[src/surg_pkg.sv]
// Package: register map, hold-time table, state encodings and carrier structs for the supervisor
package surg_pkg;

   // Register map on the plain port (word index)
   localparam logic [3:0] SURG_ADDR_CTRL   = 4'h0;
   localparam logic [3:0] SURG_ADDR_STATUS = 4'h1;
   localparam logic [3:0] SURG_ADDR_WRCHK  = 4'h2;
   localparam int         SURG_ADDR_W      = 4;

   // Control setting register fields
   localparam int SURG_CTRL_HOLD_LO  = 0;
   localparam int SURG_CTRL_HOLD_HI  = 1;
   localparam int SURG_CTRL_BLK_LO   = 2;
   localparam int SURG_CTRL_BLK_HI   = 3;
   localparam logic [7:0] SURG_CTRL_RESET = 8'h01;

   // Hold times selectable by the two select bits, in microseconds
   localparam int SURG_CLK_MHZ      = 100;
   localparam int SURG_HOLD_US_SEL0 = 50;
   localparam int SURG_HOLD_US_SEL1 = 200;
   localparam int SURG_HOLD_US_SEL2 = 400;
   localparam int SURG_HOLD_US_SEL3 = 800;
   localparam int SURG_HOLD_CYC_SEL0 = SURG_HOLD_US_SEL0 * SURG_CLK_MHZ;
   localparam int SURG_HOLD_CYC_SEL1 = SURG_HOLD_US_SEL1 * SURG_CLK_MHZ;
   localparam int SURG_HOLD_CYC_SEL2 = SURG_HOLD_US_SEL2 * SURG_CLK_MHZ;
   localparam int SURG_HOLD_CYC_SEL3 = SURG_HOLD_US_SEL3 * SURG_CLK_MHZ;
   localparam int SURG_CNT_W         = 20;

   // Write kinds checked by the guard
   localparam logic [1:0] SURG_WR_NONE = 2'h0;
   localparam logic [1:0] SURG_WR_VOL  = 2'h1;
   localparam logic [1:0] SURG_WR_NV   = 2'h2;

   typedef enum logic [2:0] {
      SURG_ST_ASSERT = 3'b001,
      SURG_ST_HOLD   = 3'b010,
      SURG_ST_IDLE   = 3'b100
   } surg_state_t;

   // Synchronised comparator and pin levels
   typedef struct packed {
      logic supply_low;
      logic manual_reset;
      logic write_protect;
      logic second_mon;
      logic third_mon;
   } surg_levels_t;

   typedef struct packed {
      logic [1:0] kind;
      logic       valid;
   } surg_wreq_t;

endpackage

[src/surg_sync.sv]
// Two-flop synchroniser for a vector of asynchronous levels
module surg_sync
   import surg_pkg::*;
#(
   parameter int WIDTH = 5
) (
   input  wire logic             sys_clk,
   input  wire logic             resetn,
   input  wire logic [WIDTH-1:0] async_in,
   input  wire logic [WIDTH-1:0] reset_val,
   output logic      [WIDTH-1:0] sync_out
);

   logic [WIDTH-1:0] meta_q;
   logic [WIDTH-1:0] meta_d;
   logic [WIDTH-1:0] sync_q;
   logic [WIDTH-1:0] sync_d;
   logic             init_q;

   always_comb begin
      meta_d = async_in;
      sync_d = init_q ? meta_q : reset_val;
   end

   // Flops take constants under reset; the chosen idle levels load on the first clocked edge
   always_ff @(posedge sys_clk or negedge resetn) begin
      if (!resetn) begin
         meta_q <= '0;
         sync_q <= '0;
         init_q <= 1'b0;
      end else begin
         meta_q <= meta_d;
         sync_q <= sync_d;
         init_q <= 1'b1;
      end
   end

   assign sync_out = sync_q;

endmodule

[src/surg_top.sv]
// Supervisor: supply reset sequencing, monitor fail outputs, write guard and control register
//
// Summary of operation
// - Manual reset input high starts a reset cycle, raising supply reset output.
// - After manual reset falls, supply reset stays high for the hold time.
// - Two select bits in the control register choose the hold time.
// - Write-protect high refuses every nonvolatile write.
// - Write-protect high with block bits nonzero refuses all writes.
// - Undriven write-protect counts as low, protection off.
// - Second fail output high above its trip level, low below it.
// - Second fail output follows its comparator with no hold delay.
// - Supply reset asserted whenever supply comparator reports supply below trip.
// - At power-up supply reset asserts and holds for hold time after supply stabilises.
// - Serial data line is sampled always, its input never gated.
// - Third fail output follows its comparator with no delay logic.
module surg_top
   import surg_pkg::*;
#(
   parameter int HOLD_CYC_SEL0 = SURG_HOLD_CYC_SEL0,
   parameter int HOLD_CYC_SEL1 = SURG_HOLD_CYC_SEL1,
   parameter int HOLD_CYC_SEL2 = SURG_HOLD_CYC_SEL2,
   parameter int HOLD_CYC_SEL3 = SURG_HOLD_CYC_SEL3
) (
   input  wire logic                  sys_clk,
   input  wire logic                  resetn,
   // Comparator results and pins, asynchronous
   input  wire logic                  supply_low_in,
   input  wire logic                  manual_reset_in,
   input  wire logic                  write_protect_in,
   input  wire logic                  write_protect_driven,
   input  wire logic                  second_monitor_in,
   input  wire logic                  third_monitor_in,
   input  wire logic                  serial_data_in,
   // Register port
   input  wire logic [SURG_ADDR_W-1:0] reg_addr,
   input  wire logic [7:0]            reg_wdata,
   input  wire logic                  reg_wr,
   input  wire logic                  reg_rd,
   output logic      [7:0]            reg_rdata,
   // Outputs
   output logic                       supply_reset_out,
   output logic                       second_monitor_fail_out,
   output logic                       third_monitor_fail_out,
   output logic                       serial_data_sampled,
   output logic                       write_allowed,
   output logic                       write_refused
);

   function automatic logic [SURG_CNT_W-1:0] hold_cycles(input logic [1:0] sel);
      logic [SURG_CNT_W-1:0] r;
      r = SURG_CNT_W'(HOLD_CYC_SEL0);
      case (sel)
         2'h0:    r = SURG_CNT_W'(HOLD_CYC_SEL0);
         2'h1:    r = SURG_CNT_W'(HOLD_CYC_SEL1);
         2'h2:    r = SURG_CNT_W'(HOLD_CYC_SEL2);
         2'h3:    r = SURG_CNT_W'(HOLD_CYC_SEL3);
         default: r = SURG_CNT_W'(HOLD_CYC_SEL0);
      endcase
      return r;
   endfunction

   // Synchronise every pin on its own; supply_low idles high so power-up starts asserted
   localparam logic [6:0] SYNC_IDLE = 7'h40;
   logic [6:0]   sync_raw;
   surg_levels_t lv;
   logic         sda_s;

   surg_sync #(.WIDTH(7)) u_sync (
      .sys_clk   (sys_clk),
      .resetn    (resetn),
      .async_in  ({supply_low_in, manual_reset_in, write_protect_in, write_protect_driven,
                   second_monitor_in, third_monitor_in, serial_data_in}),
      .reset_val (SYNC_IDLE),
      .sync_out  (sync_raw)
   );

   // Undriven write-protect resolves to the pull-down level; gated only after both bits are synchronised
   assign lv    = surg_levels_t'({sync_raw[6:5], sync_raw[4] & sync_raw[3], sync_raw[2:1]});
   assign sda_s = sync_raw[0];

   // Control setting register and write guard
   logic [7:0] ctrl_q;
   logic [7:0] ctrl_d;
   logic [7:0] rdata_q;
   logic [7:0] rdata_d;
   logic       allow_q;
   logic       allow_d;
   logic       refuse_q;
   logic       refuse_d;
   logic       blk_active;
   surg_wreq_t wreq;

   assign blk_active = (ctrl_q[SURG_CTRL_BLK_HI:SURG_CTRL_BLK_LO] != 2'h0);
   // Write check register: software submits a write kind, guard answers allowed or refused
   assign wreq.valid = reg_wr && (reg_addr == SURG_ADDR_WRCHK);
   assign wreq.kind  = reg_wdata[1:0];

   function automatic logic write_ok(input logic [1:0] kind, input logic wp, input logic blk);
      logic ok;
      ok = 1'b1;
      if (wp && kind == SURG_WR_NV) begin
         ok = 1'b0;
      end
      if (wp && blk && kind != SURG_WR_NONE) begin
         ok = 1'b0;
      end
      return ok;
   endfunction

   always_comb begin
      ctrl_d   = ctrl_q;
      rdata_d  = 8'h00;
      allow_d  = 1'b0;
      refuse_d = 1'b0;
      if (reg_wr && reg_addr == SURG_ADDR_CTRL) begin
         // The control register is nonvolatile, so it obeys the guard too
         if (write_ok(SURG_WR_NV, lv.write_protect, blk_active)) begin
            ctrl_d = {4'h0, reg_wdata[3:0]};
         end else begin
            refuse_d = 1'b1;
         end
      end
      if (wreq.valid && wreq.kind != SURG_WR_NONE) begin
         allow_d  = write_ok(wreq.kind, lv.write_protect, blk_active);
         refuse_d = !allow_d;
      end
      if (reg_rd) begin
         case (reg_addr)
            SURG_ADDR_CTRL:   rdata_d = ctrl_q;
            SURG_ADDR_STATUS: rdata_d = {2'h0, sda_s, lv.write_protect, lv.third_mon, lv.second_mon,
                                         lv.supply_low, supply_reset_out};
            default:          rdata_d = 8'h00;
         endcase
      end
   end

   always_ff @(posedge sys_clk or negedge resetn) begin
      if (!resetn) begin
         ctrl_q   <= SURG_CTRL_RESET;
         rdata_q  <= 8'h00;
         allow_q  <= 1'b0;
         refuse_q <= 1'b0;
      end else begin
         ctrl_q   <= ctrl_d;
         rdata_q  <= rdata_d;
         allow_q  <= allow_d;
         refuse_q <= refuse_d;
      end
   end

   // Reset sequencer
   surg_state_t           st_q;
   surg_state_t           st_d;
   logic [SURG_CNT_W-1:0] cnt_q;
   logic [SURG_CNT_W-1:0] cnt_d;
   logic                  rst_q;
   logic                  rst_d;
   logic                  cause;

   assign cause = lv.supply_low | lv.manual_reset;

   always_comb begin
      st_d  = st_q;
      cnt_d = cnt_q;
      rst_d = 1'b1;
      case (st_q)
         SURG_ST_ASSERT: begin
            // Hold length latched when the cause clears; a later select change waits for the next cycle
            if (!cause) begin
               st_d  = SURG_ST_HOLD;
               cnt_d = hold_cycles(ctrl_q[SURG_CTRL_HOLD_HI:SURG_CTRL_HOLD_LO]);
            end
         end
         SURG_ST_HOLD: begin
            if (cause) begin
               st_d = SURG_ST_ASSERT;
            end else if (cnt_q <= SURG_CNT_W'(1)) begin
               st_d  = SURG_ST_IDLE;
               rst_d = 1'b0;
            end else begin
               cnt_d = cnt_q - SURG_CNT_W'(1);
            end
         end
         SURG_ST_IDLE: begin
            rst_d = 1'b0;
            if (cause) begin
               st_d  = SURG_ST_ASSERT;
               rst_d = 1'b1;
            end
         end
         default: begin
            st_d = SURG_ST_ASSERT;
         end
      endcase
   end

   // Power-up: reset asserts from the first cycle
   always_ff @(posedge sys_clk or negedge resetn) begin
      if (!resetn) begin
         st_q  <= SURG_ST_ASSERT;
         cnt_q <= '0;
         rst_q <= 1'b1;
      end else begin
         st_q  <= st_d;
         cnt_q <= cnt_d;
         rst_q <= rst_d;
      end
   end

   // Monitor fail outputs follow their comparators, synchroniser latency plus one output register
   logic mon2_q;
   logic mon3_q;
   logic sda_q;
   always_ff @(posedge sys_clk or negedge resetn) begin
      if (!resetn) begin
         mon2_q <= 1'b0;
         mon3_q <= 1'b0;
         sda_q  <= 1'b0;
      end else begin
         mon2_q <= lv.second_mon;
         mon3_q <= lv.third_mon;
         sda_q  <= sda_s;
      end
   end

   assign supply_reset_out        = rst_q;
   assign second_monitor_fail_out = mon2_q;
   assign third_monitor_fail_out  = mon3_q;
   assign serial_data_sampled     = sda_q;
   assign reg_rdata               = rdata_q;
   assign write_allowed           = allow_q;
   assign write_refused           = refuse_q;

endmodule

[config.mk]
export PLATFORM = sky130hd
export DESIGN_NAME = surg_top
export DESIGN_NICKNAME = d
export VERILOG_FILES = /design/src/surg_pkg.sv /design/src/surg_sync.sv /design/src/surg_top.sv
export SDC_FILE = /design/constraint.sdc
export NUM_CORES = 1
export LEC_CHECK = 0
export ABC_CLOCK_PERIOD_IN_PS = 2700
export BUFFER_PORTS_ARGS = -buffer_cell sky130_fd_sc_hd__clkbuf_2
export CAP_MARGIN = 20
export CORE_UTILIZATION = 40
export DETAILED_ROUTE_END_ITERATION = 10
export GPL_TIMING_DRIVEN = 0
export PLACE_DENSITY = 0.69
export SYNTH_ARGS = -nofsm -noshare
export SYNTH_HDL_FRONTEND = slang
export SYNTH_SLANG_ARGS = --single-unit
[constraint.sdc]
create_clock -name sys_clk -period 2.7 [get_ports sys_clk]
set_clock_uncertainty 0.1 [all_clocks]
set_input_delay 0.135 -clock sys_clk [delete_from_list [all_inputs] [get_ports sys_clk]]
set_output_delay 0.135 -clock sys_clk [all_outputs]
set_load 0.03 [all_outputs]
Word-level counts from Yosys, hierarchy flattened:

Cells that the tools add are included.

* flip-flop bits (word level): 56
* input port bits: 23
* output and inout port bits: 14
* word-level logic and storage cells: 73

* add/sub/neg operators: 1
* magnitude comparators: 1
* equal/unequal tests: 14
* mux-type cells: 27
* bitwise gates (word level): 2
* reductions and logical operators: 15

Operators by type and width (count)
* 20-bit case mux with 4 select lines: 1
* 20-bit 2-to-1 mux: 3
* 20-bit case mux with 2 select lines: 1
* 20-bit by 1-bit <= comparator with 1-bit output, second input constant: 1
* 20-bit by 1-bit subtractor with 20-bit output, second input constant: 1
* 1-bit 2-to-1 mux: 13
* 3-bit 2-to-1 mux: 4
* 6-bit case mux with 2 select lines: 1
* 3-bit case mux with 3 select lines: 1
* 2-bit != test, second input constant: 4
* 7-bit 2-to-1 mux: 1
* 2-bit equality test, second input constant: 3
* 1-bit logical AND: 6
* 6-bit 2-to-1 mux: 1
* 2-bit nonzero test: 3
* 4-bit by 1-bit equality test with 1-bit output, second input constant: 1
* 4-bit by 2-bit equality test with 1-bit output, second input constant: 1
* 4-bit logical NOT: 1
* 4-bit AND reduction: 1
* 3-bit by 1-bit equality test with 1-bit output, second input constant: 1
* 3-bit by 2-bit equality test with 1-bit output, second input constant: 1
* 3-bit equality test, second input constant: 1
* 3-bit != test, second input constant: 1
* 3-bit AND reduction: 1
* other kinds (7): 7

Longest topological paths before layout:

Gate-level depths: netlist of run 1.

* depth after elaboration: 7
* mapped depth: 8
* depth with buffers taken out: 7

Hierarchy:

From an unflattened synthesis of run 1, not the netlist that was laid out.

* cells, all modules: 250
* area total of the unflattened synthesis: 2655.0 um^2

By module, submodules not included
* surg_top: times used 1, cells each 226, area an instance 2159.6 um^2
* surg_sync: times used 1, cells each 24, area an instance 495.5 um^2

Least setup slack after synthesis of run 1:

No wires, ideal clock.

* path type: register -> register
* start point: register cnt_q[7]
* end point: register cnt_q[19]
* setup time: 78 ps
* data arrival time: 2335 ps
* setup slack: 187 ps
* cell stages (with the launch flop): 7
* clock period less this slack: 2513 ps
* path through: dfrtp_1 -> or4_1 -> buf_2 -> or3_4 -> or4_1 -> or4_1 -> a21oi_1

* longest elaborated chain between the ends: 4
* elaborated cells between the ends (all ways): 7
* those cells by class: 1 x add/sub; 1 x order compare; 1 x eq/ne; 3 x mux; 1 x reduce/logical

Ends and longest elaborated chain
* start, declared: line surg_top.sv:154 `logic [SURG_CNT_W-1:0] cnt_q;`
* start signal, assigned: line surg_top.sv:205 `cnt_q <= cnt_d;`
* 20-bit by 1-bit subtractor with 20-bit output: line surg_top.sv:181 `cnt_d = cnt_q - SURG_CNT_W'(1);`
* 20-bit 2-to-1 mux: line surg_top.sv:177 `end else if (cnt_q <= SURG_CNT_W'(1)) begin`
* 20-bit 2-to-1 mux: line surg_top.sv:175 `if (cause) begin`
* 20-bit case mux with 2 select lines: line surg_top.sv:166 `case (st_q)`

Several ways; a longest one is shown, not always the timed one. The select of a mux whose other input is x is not followed.
A chain may end at the register's enable or synchronous reset.

Worst setup path after layout of run 1:

* start point: register cnt_q[4]
* end point: register cnt_q[19]

Same word-level chain as after synthesis.

==> impl_metrics.yaml, run 1 <==
cts:
  cts_buffer_depth: 2
  numCtsBuffers: 5
  htree_levels: 2
  clkTransAtPathRegs_ns: 0.10
  cts_tree: "built"
  clock_latency_ns: 0.31
  clock_sinks: 54
  clockRootBuffer: "clkbuf_8"
logic_synthesis:
  synth_cell_types: 45
  syn_inst: 251
  ys.flop_type: "dfrtp_1"
  syn_area_per_cell_um2: 10.2
  seq_area_frac_synth_pct: 53.0
  ys_seq_elements: 54
  yosys_warnings: 0
  synth.cell_area_um2: 2560
  synth-async-reset-ratio_pct: 100
  synth-edff-count: 0
die:
  core_area_um2: 6060
  initial_utilization_pct: 42.2
  dieWidth_um: 82.0
  core.rowCount: 28
  io-pin-count: 37
  dieArea_um2: 6720
  chipHeight_um: 82.0
power:
  pwr_density_cell_nw_per_um2: 660
  ir_drop_uv: 283
  finalPower_uw: 2060
  p_leak_uw: 0.00138
run:
  maxCapViolCount: 0
routing:
  drt_first_pass_iters: 4
  wl_per_cell_um: 14.8
  vias_per_cell: 5.52
  met3_wirelength_um: 269
  wl_um: 5600
  drc: 0
  wl_met2_um: 2720
  top_layer: "met4"
  detail-route-antenna-nets: 0
  met1_length_um: 2490
  vias: 2088
  drtIter0Drc: 169
placement:
  gp_congestion: 0.864
  postPlaceCellArea_um2: 2830
  place_hpwl_um: 3890
  port_buffers: 29
  pre_cts_slack_ns: -0.157
critical_path:
  crit_fanout: 6
  worst_setup_path_start_kind: "flop"
  r2r_end: "cnt_q[19]"
  critPathArrivalTime_ns: 2.81
  rr_startpoint: "cnt_q[4]"
  ff2ff_path_depth: 6
  reg2reg_setup_slack_ns: 0.04
  path_class: "reg2reg"
  cp_data_required_time_ns: 2.85
  critPathCaptureType: "flop"
global_route:
  first_global_vias: 1929
  grt-ovfl-total: 0
  grt_max_degree: 35
  grt_antenna_before_repair: 0
  grtUsageTotal_pct: 18.4
  grt_pass1_wl_um: 9200
hold_path:
  hold_path_end: "write_refused"
  min_from: "reg_wr"
  min_path_cells: 3
  min_path_type: "in2reg"
sta:
  fin_crit_sh_pct: 98.7
  tightest_slew_ns: 0.878
  whs_ns: 0.0151
  fin_tns_setup_ns: 0
  fin_crit_ns: 2.66
  hold_violations: 0
  max_clock_freq_mhz: 375
  slew_viol_final: 0
  fin_ws_ns: 0.0361
  setup_violations: 0
  relSlewSlack_pct: 41.5
final_layout:
  fin_area_um2: 3110
  fillCellCount: 549
  diodes: 0
  layout.nets: 332
  drive_above_1_share_pct: 21.8
  area_growth_syn_to_layout_pct: 21.7
  multi_input_comb_area_um2: 1130
  seq_area_um2: 1360
outcome:
  status: "complete, no violations"
[per-layer routing]
| metal | vias to the layer above | global-route usage, % |
|---|---|---|
| met2 | 61 | 29.4 |
| met3 | 11 | 3.44 |
| li1 | 1011 | - |
| met1 | 1005 | 24.0 |
| met5 | - | 0 |
| met4 | 0 | 8.42 |
[kinds of logic (layout without fill, tap and decap cells)]
family,after synthesis,count (layout),synth area share (%)
AOI/OAI and AO/OA,62,62,15.3
xor gates and xnor gates,2,2,0.685
adders and majority gates,7,7,3.42
buffers and inverters,23,74,3.72
DFF,54,54,53.0
muxes,9,9,3.72
other,2,3,0.294
and+or+nand+nor,92,92,20.0
[state kept, by name (all words and copies together) (netlist names)]
signal / count
u_sync.init_q: 1
third_monitor_fail_out: 1
supply_reset_out: 1
cnt_q: 20
write_refused: 1
u_sync.meta_q: 7
serial_data_sampled: 1
ctrl_q: 4
u_sync.sync_out: 7
second_monitor_fail_out: 1
reg_rdata: 6
write_allowed: 1
st_q: 3
[what timing repair did]
item                       in CTS  in global routing
resized for setup               1                 10
hold buffers                   13                  0
setup endpoints to repair      12                 13
pin swaps                       1                  1
hold endpoints to repair       45                  0
setup buffers                   2                  0
[worst max-delay path by stage]
stage | depth (start not counted) | end | start | slack [ns]
6_report | 6 | cnt_q[19] | cnt_q[4] | 0.04
5_1_grt | 6 | cnt_q[19] | cnt_q[4] | -0.02
4_1_cts | 7 | cnt_q[11] | cnt_q[4] | 0.004
3_5_place_dp | 7 | cnt_q[6] | cnt_q[4] | -0.16
3_3_place_gp | 7 | cnt_q[6] | cnt_q[7] | -0.18
2_1_floorplan | 6 | cnt_q[19] | cnt_q[7] | 0.19
[critical path: stages (launching register included)]
cell and delay, ns:
dfrtp_2 0.46, or4_4 0.50, buf_6 0.14, or3_4 0.41, or4_4 0.43, or4_4 0.43
a21oi_2 0.14
[cell usage after synthesis, drive strengths merged, types with 5 or more instances]
library cell	number	area [um2]
nor2	29	109
mux2i	5	50.1
ha	7	87.6
o31ai	14	105
or4	6	45.0
nor3	15	75.1
o21ai	15	75.1
and2	9	56.3
clkbuf	11	41.3
a21oi	17	85.1
nand2	6	22.5
dfrtp	51	1280
inv	9	33.8
nor4	7	58.8
or3	8	56.3
[final cells by class]
cell class	instances	share of cell area, %
buffer	12	2.01
timing repair buffer	45	10.2
clock inverter	3	1.57
multi-input combinational	175	36.4
sequential	54	43.6
tap	75	3.01
inverter	9	1.08
clock buffer	5	2.21
[metrics by stage]
stage / cells / util [%]
floorplan: 252 / -
global placement: 356 / 46.2
detailed placement: 357 / 46.7
CTS: 380 / 51.0
global route: 378 / 51.4
finish: 378 / 51.4
[cells in the final DEF, fill, tap and decap left out, types with 6 or more instances in the layout]
cell	instances
dfrtp_1	50
and2_1	9
a21oi_1	16
or3_1	6
inv_1	9
nor4_1	6
o21ai_0	15
nor2_1	29
ha_1	7
nor3_1	14
nand2_1	6
o31ai_1	14
dlygate4sd3_1	13
clkbuf_2	31
clkbuf_1	7
[power by group]
part	total (uW)	internal, uW	switching (uW)
sequential	1000	907	95.1
clock	559	282	277
combinational	495	207	288
Power figures use the tool's default switching activity.
==> inputs of run 2 (changes only) <==
--- a/config.mk
+++ b/config.mk
@@ -6,12 +6,12 @@
 export NUM_CORES = 1
 export LEC_CHECK = 0
 export ABC_CLOCK_PERIOD_IN_PS = 2700
-export BUFFER_PORTS_ARGS = -buffer_cell sky130_fd_sc_hd__clkbuf_2
 export CAP_MARGIN = 20
 export CORE_UTILIZATION = 40
 export DETAILED_ROUTE_END_ITERATION = 10
+export DONT_BUFFER_PORTS = 1
 export GPL_TIMING_DRIVEN = 0
-export PLACE_DENSITY = 0.69
+export PLACE_DENSITY = 0.64
 export SYNTH_ARGS = -nofsm -noshare
 export SYNTH_HDL_FRONTEND = slang
 export SYNTH_SLANG_ARGS = --single-unit
==> run 2 against run 1 <==
- sequential power hardly changed
- die area unchanged
- first-iteration DRC count decreased by 31%
- design area down 2.9%
- register-to-register slack barely moved
- setup slack lost 0.0083 ns
- cell count down 6.3%
- core utilization down 1.5 points
==> impl_metrics.yaml, run 2 (synthesis gave the netlist of run 1 again) <==
hold_path:
  hold_path_end: "reg_rdata[5]"
  min_path_type: "in2reg"
  min_from: "reg_rd"
  min_path_cells: 2
routing:
  detail-route-antenna-nets: 0
  vias_per_cell: 5.65
  wl_um: 5670
  drt_first_pass_iters: 4
  drtIter0Drc: 116
  drc: 0
  vias: 2000
  wl_per_cell_um: 16.0
cts:
  cts_buffer_depth: 2
  clockRootBuffer: "clkbuf_8"
  clock_latency_ns: 0.32
  numCtsBuffers: 5
  htree_levels: 2
  clkTransAtPathRegs_ns: 0.10
  clock_sinks: 54
  cts_tree: "built"
global_route:
  first_global_vias: 1895
  grt_max_degree: 55
  grt_antenna_before_repair: 0
  grt-ovfl-total: 0
  grtUsageTotal_pct: 18.6
  grt_pass1_wl_um: 9450
placement:
  pre_cts_slack_ns: -0.200
  port_buffers: 0
  placedCellCount: 327
  gp_congestion: 0.868
  place_hpwl_um: 3620
power:
  pwr-share-seq_pct: 48.5
  power.switching_uw: 680
  swShare_pct: 32.7
  pwr_density_cell_nw_per_um2: 688
  ir_drop_uv: 289
  pwr-share-comb_pct: 24.3
  clkPwrFrac_pct: 27.1
  internal_power_uw: 1400
  p_leak_uw: 0.00129
critical_path:
  cp_data_required_time_ns: 2.85
  ff2ff_path_depth: 6
  rr_startpoint: "cnt_q[6]"
  cpMaxStageDelayCell: "or4_4"
  crit_fanout: 6
  worst_setup_path_start_kind: "flop"
  critPathArrivalTime_ns: 2.83
  cp-startpoint: "cnt_q[6]"
  reg2reg_setup_slack_ns: 0.03
  critPathCaptureType: "flop"
  crit_top_cell: "or4_4"
  path_cells: "or4_4, buf_4, or3_4, or4_4, or4_4, a21oi_2"
  r2r_end: "cnt_q[19]"
  path_class: "reg2reg"
  cp_slowest_stage_delay_ns: 0.55
sta:
  whs_ns: 0.00161
  relSlewSlack_pct: 59.4
  tightest_slew_ns: 0.606
  fin_ws_ns: 0.0278
  fin_crit_ns: 2.67
  max_clock_freq_mhz: 374
  hold_violations: 0
  setup_violations: 0
  slew_viol_final: 0
  fin_crit_sh_pct: 99.0
final_layout:
  fillCellCount: 557
  top_register: "cnt_q"
  diodes: 0
  post-route-util_pct: 49.9
  layout.nets: 308
  largest_reg_flops: 20
  finalNonFillerCells: 354
  mostFrequentLayoutCells: "dfrtp_1, nor2_1, a21oi_1, o21ai_0, dlygate4sd3_1"
  drive_above_1_share_pct: 16.1
  area_growth_syn_to_layout_pct: 18.2
  mostFrequentLayoutCell: "dfrtp_1"
die:
  dieArea_um2: 6720
  chipHeight_um: 82.0
  io-pin-count: 37
  core.rowCount: 28
  initial_utilization_pct: 42.2
  core_area_um2: 6060
  dieWidth_um: 82.0
run:
  maxCapViolCount: 0
outcome:
  status: "complete, no violations"
run 2: cell count changes in the layout (fill, tap and decap cells not counted), moves of 2 or more:
| cell | delta |
|---|---|
| buf_4 | +5 |
| clkbuf_1 | -2 |
| clkbuf_2 | -28 |
| dlygate4sd3_1 | +2 |
run 2: area by class of cell:
cell class	instances	area, um2	share of cell area, %
clock buffer	5	68.8	2.28
sequential	54	1360	44.8
buffer	11	56.3	1.86
multi-input combinational	175	1140	37.9
inverter	9	33.8	1.12
tap	75	93.8	3.10
timing repair buffer	22	223	7.36
clock inverter	3	47.5	1.57
run 2: timing repair:
item | CTS | global route
gates resized for setup | 2 | 12
pin swaps | 1 | 2
hold buffers | 16 | 0
endpoints found under the setup margin | 12 | 14
hold endpoints to repair | 67 | 0
setup buffers | 2 | 4
run 2: worst max path at each step:
stage                endpoint
detailed placement   cnt_q[6]
CTS                 cnt_q[19]
global placement     cnt_q[6]
global route        cnt_q[19]
floorplan           cnt_q[19]
finish              cnt_q[19]
run 2: through the flow:
step                TNS (ns)  area (um2)  power (uW)
floorplan                  0        2560        1330
global placement       -2.00        2660        1430
detailed placement     -1.84        2660        1440
CTS                        0        2970        2040
global route        -0.00714        3020        2190
finish                     0        3020        2080
run 2: power groups by stage:
| stage | Combinational [uW] | Sequential (uW) | Clock [uW] |
|---|---|---|---|
| after floorplan | 336 | 994 | 0 |
| after global placement | 416 | 1020 | 0 |
| after detailed placement | 418 | 1020 | 0 |
| after CTS | 461 | 1000 | 573 |
| after global routing | 562 | 1020 | 605 |
| final | 507 | 1010 | 565 |
run 2: metal layers:
metal | global-route usage [%] | vias up | wire (um) | share of wire, %
li1 | - | 960 | - | -
met1 | 26.8 | 950 | 2690 | 47
met2 | 27.8 | 80 | 2590 | 46
met3 | 3.22 | 10 | 315 | 5.6
met4 | 7.02 | 0 | 73 | 1.3
met5 | 0 | - | 0 | 0
run 2: critical path: cells and delay by family (launching register included):
kind | cells | cell delay (ns)
and+or+nand+nor | 4 | 1.81
DFF | 1 | 0.42
AOI/OAI and AO/OA | 1 | 0.12
buffers and inverters | 1 | 0.17
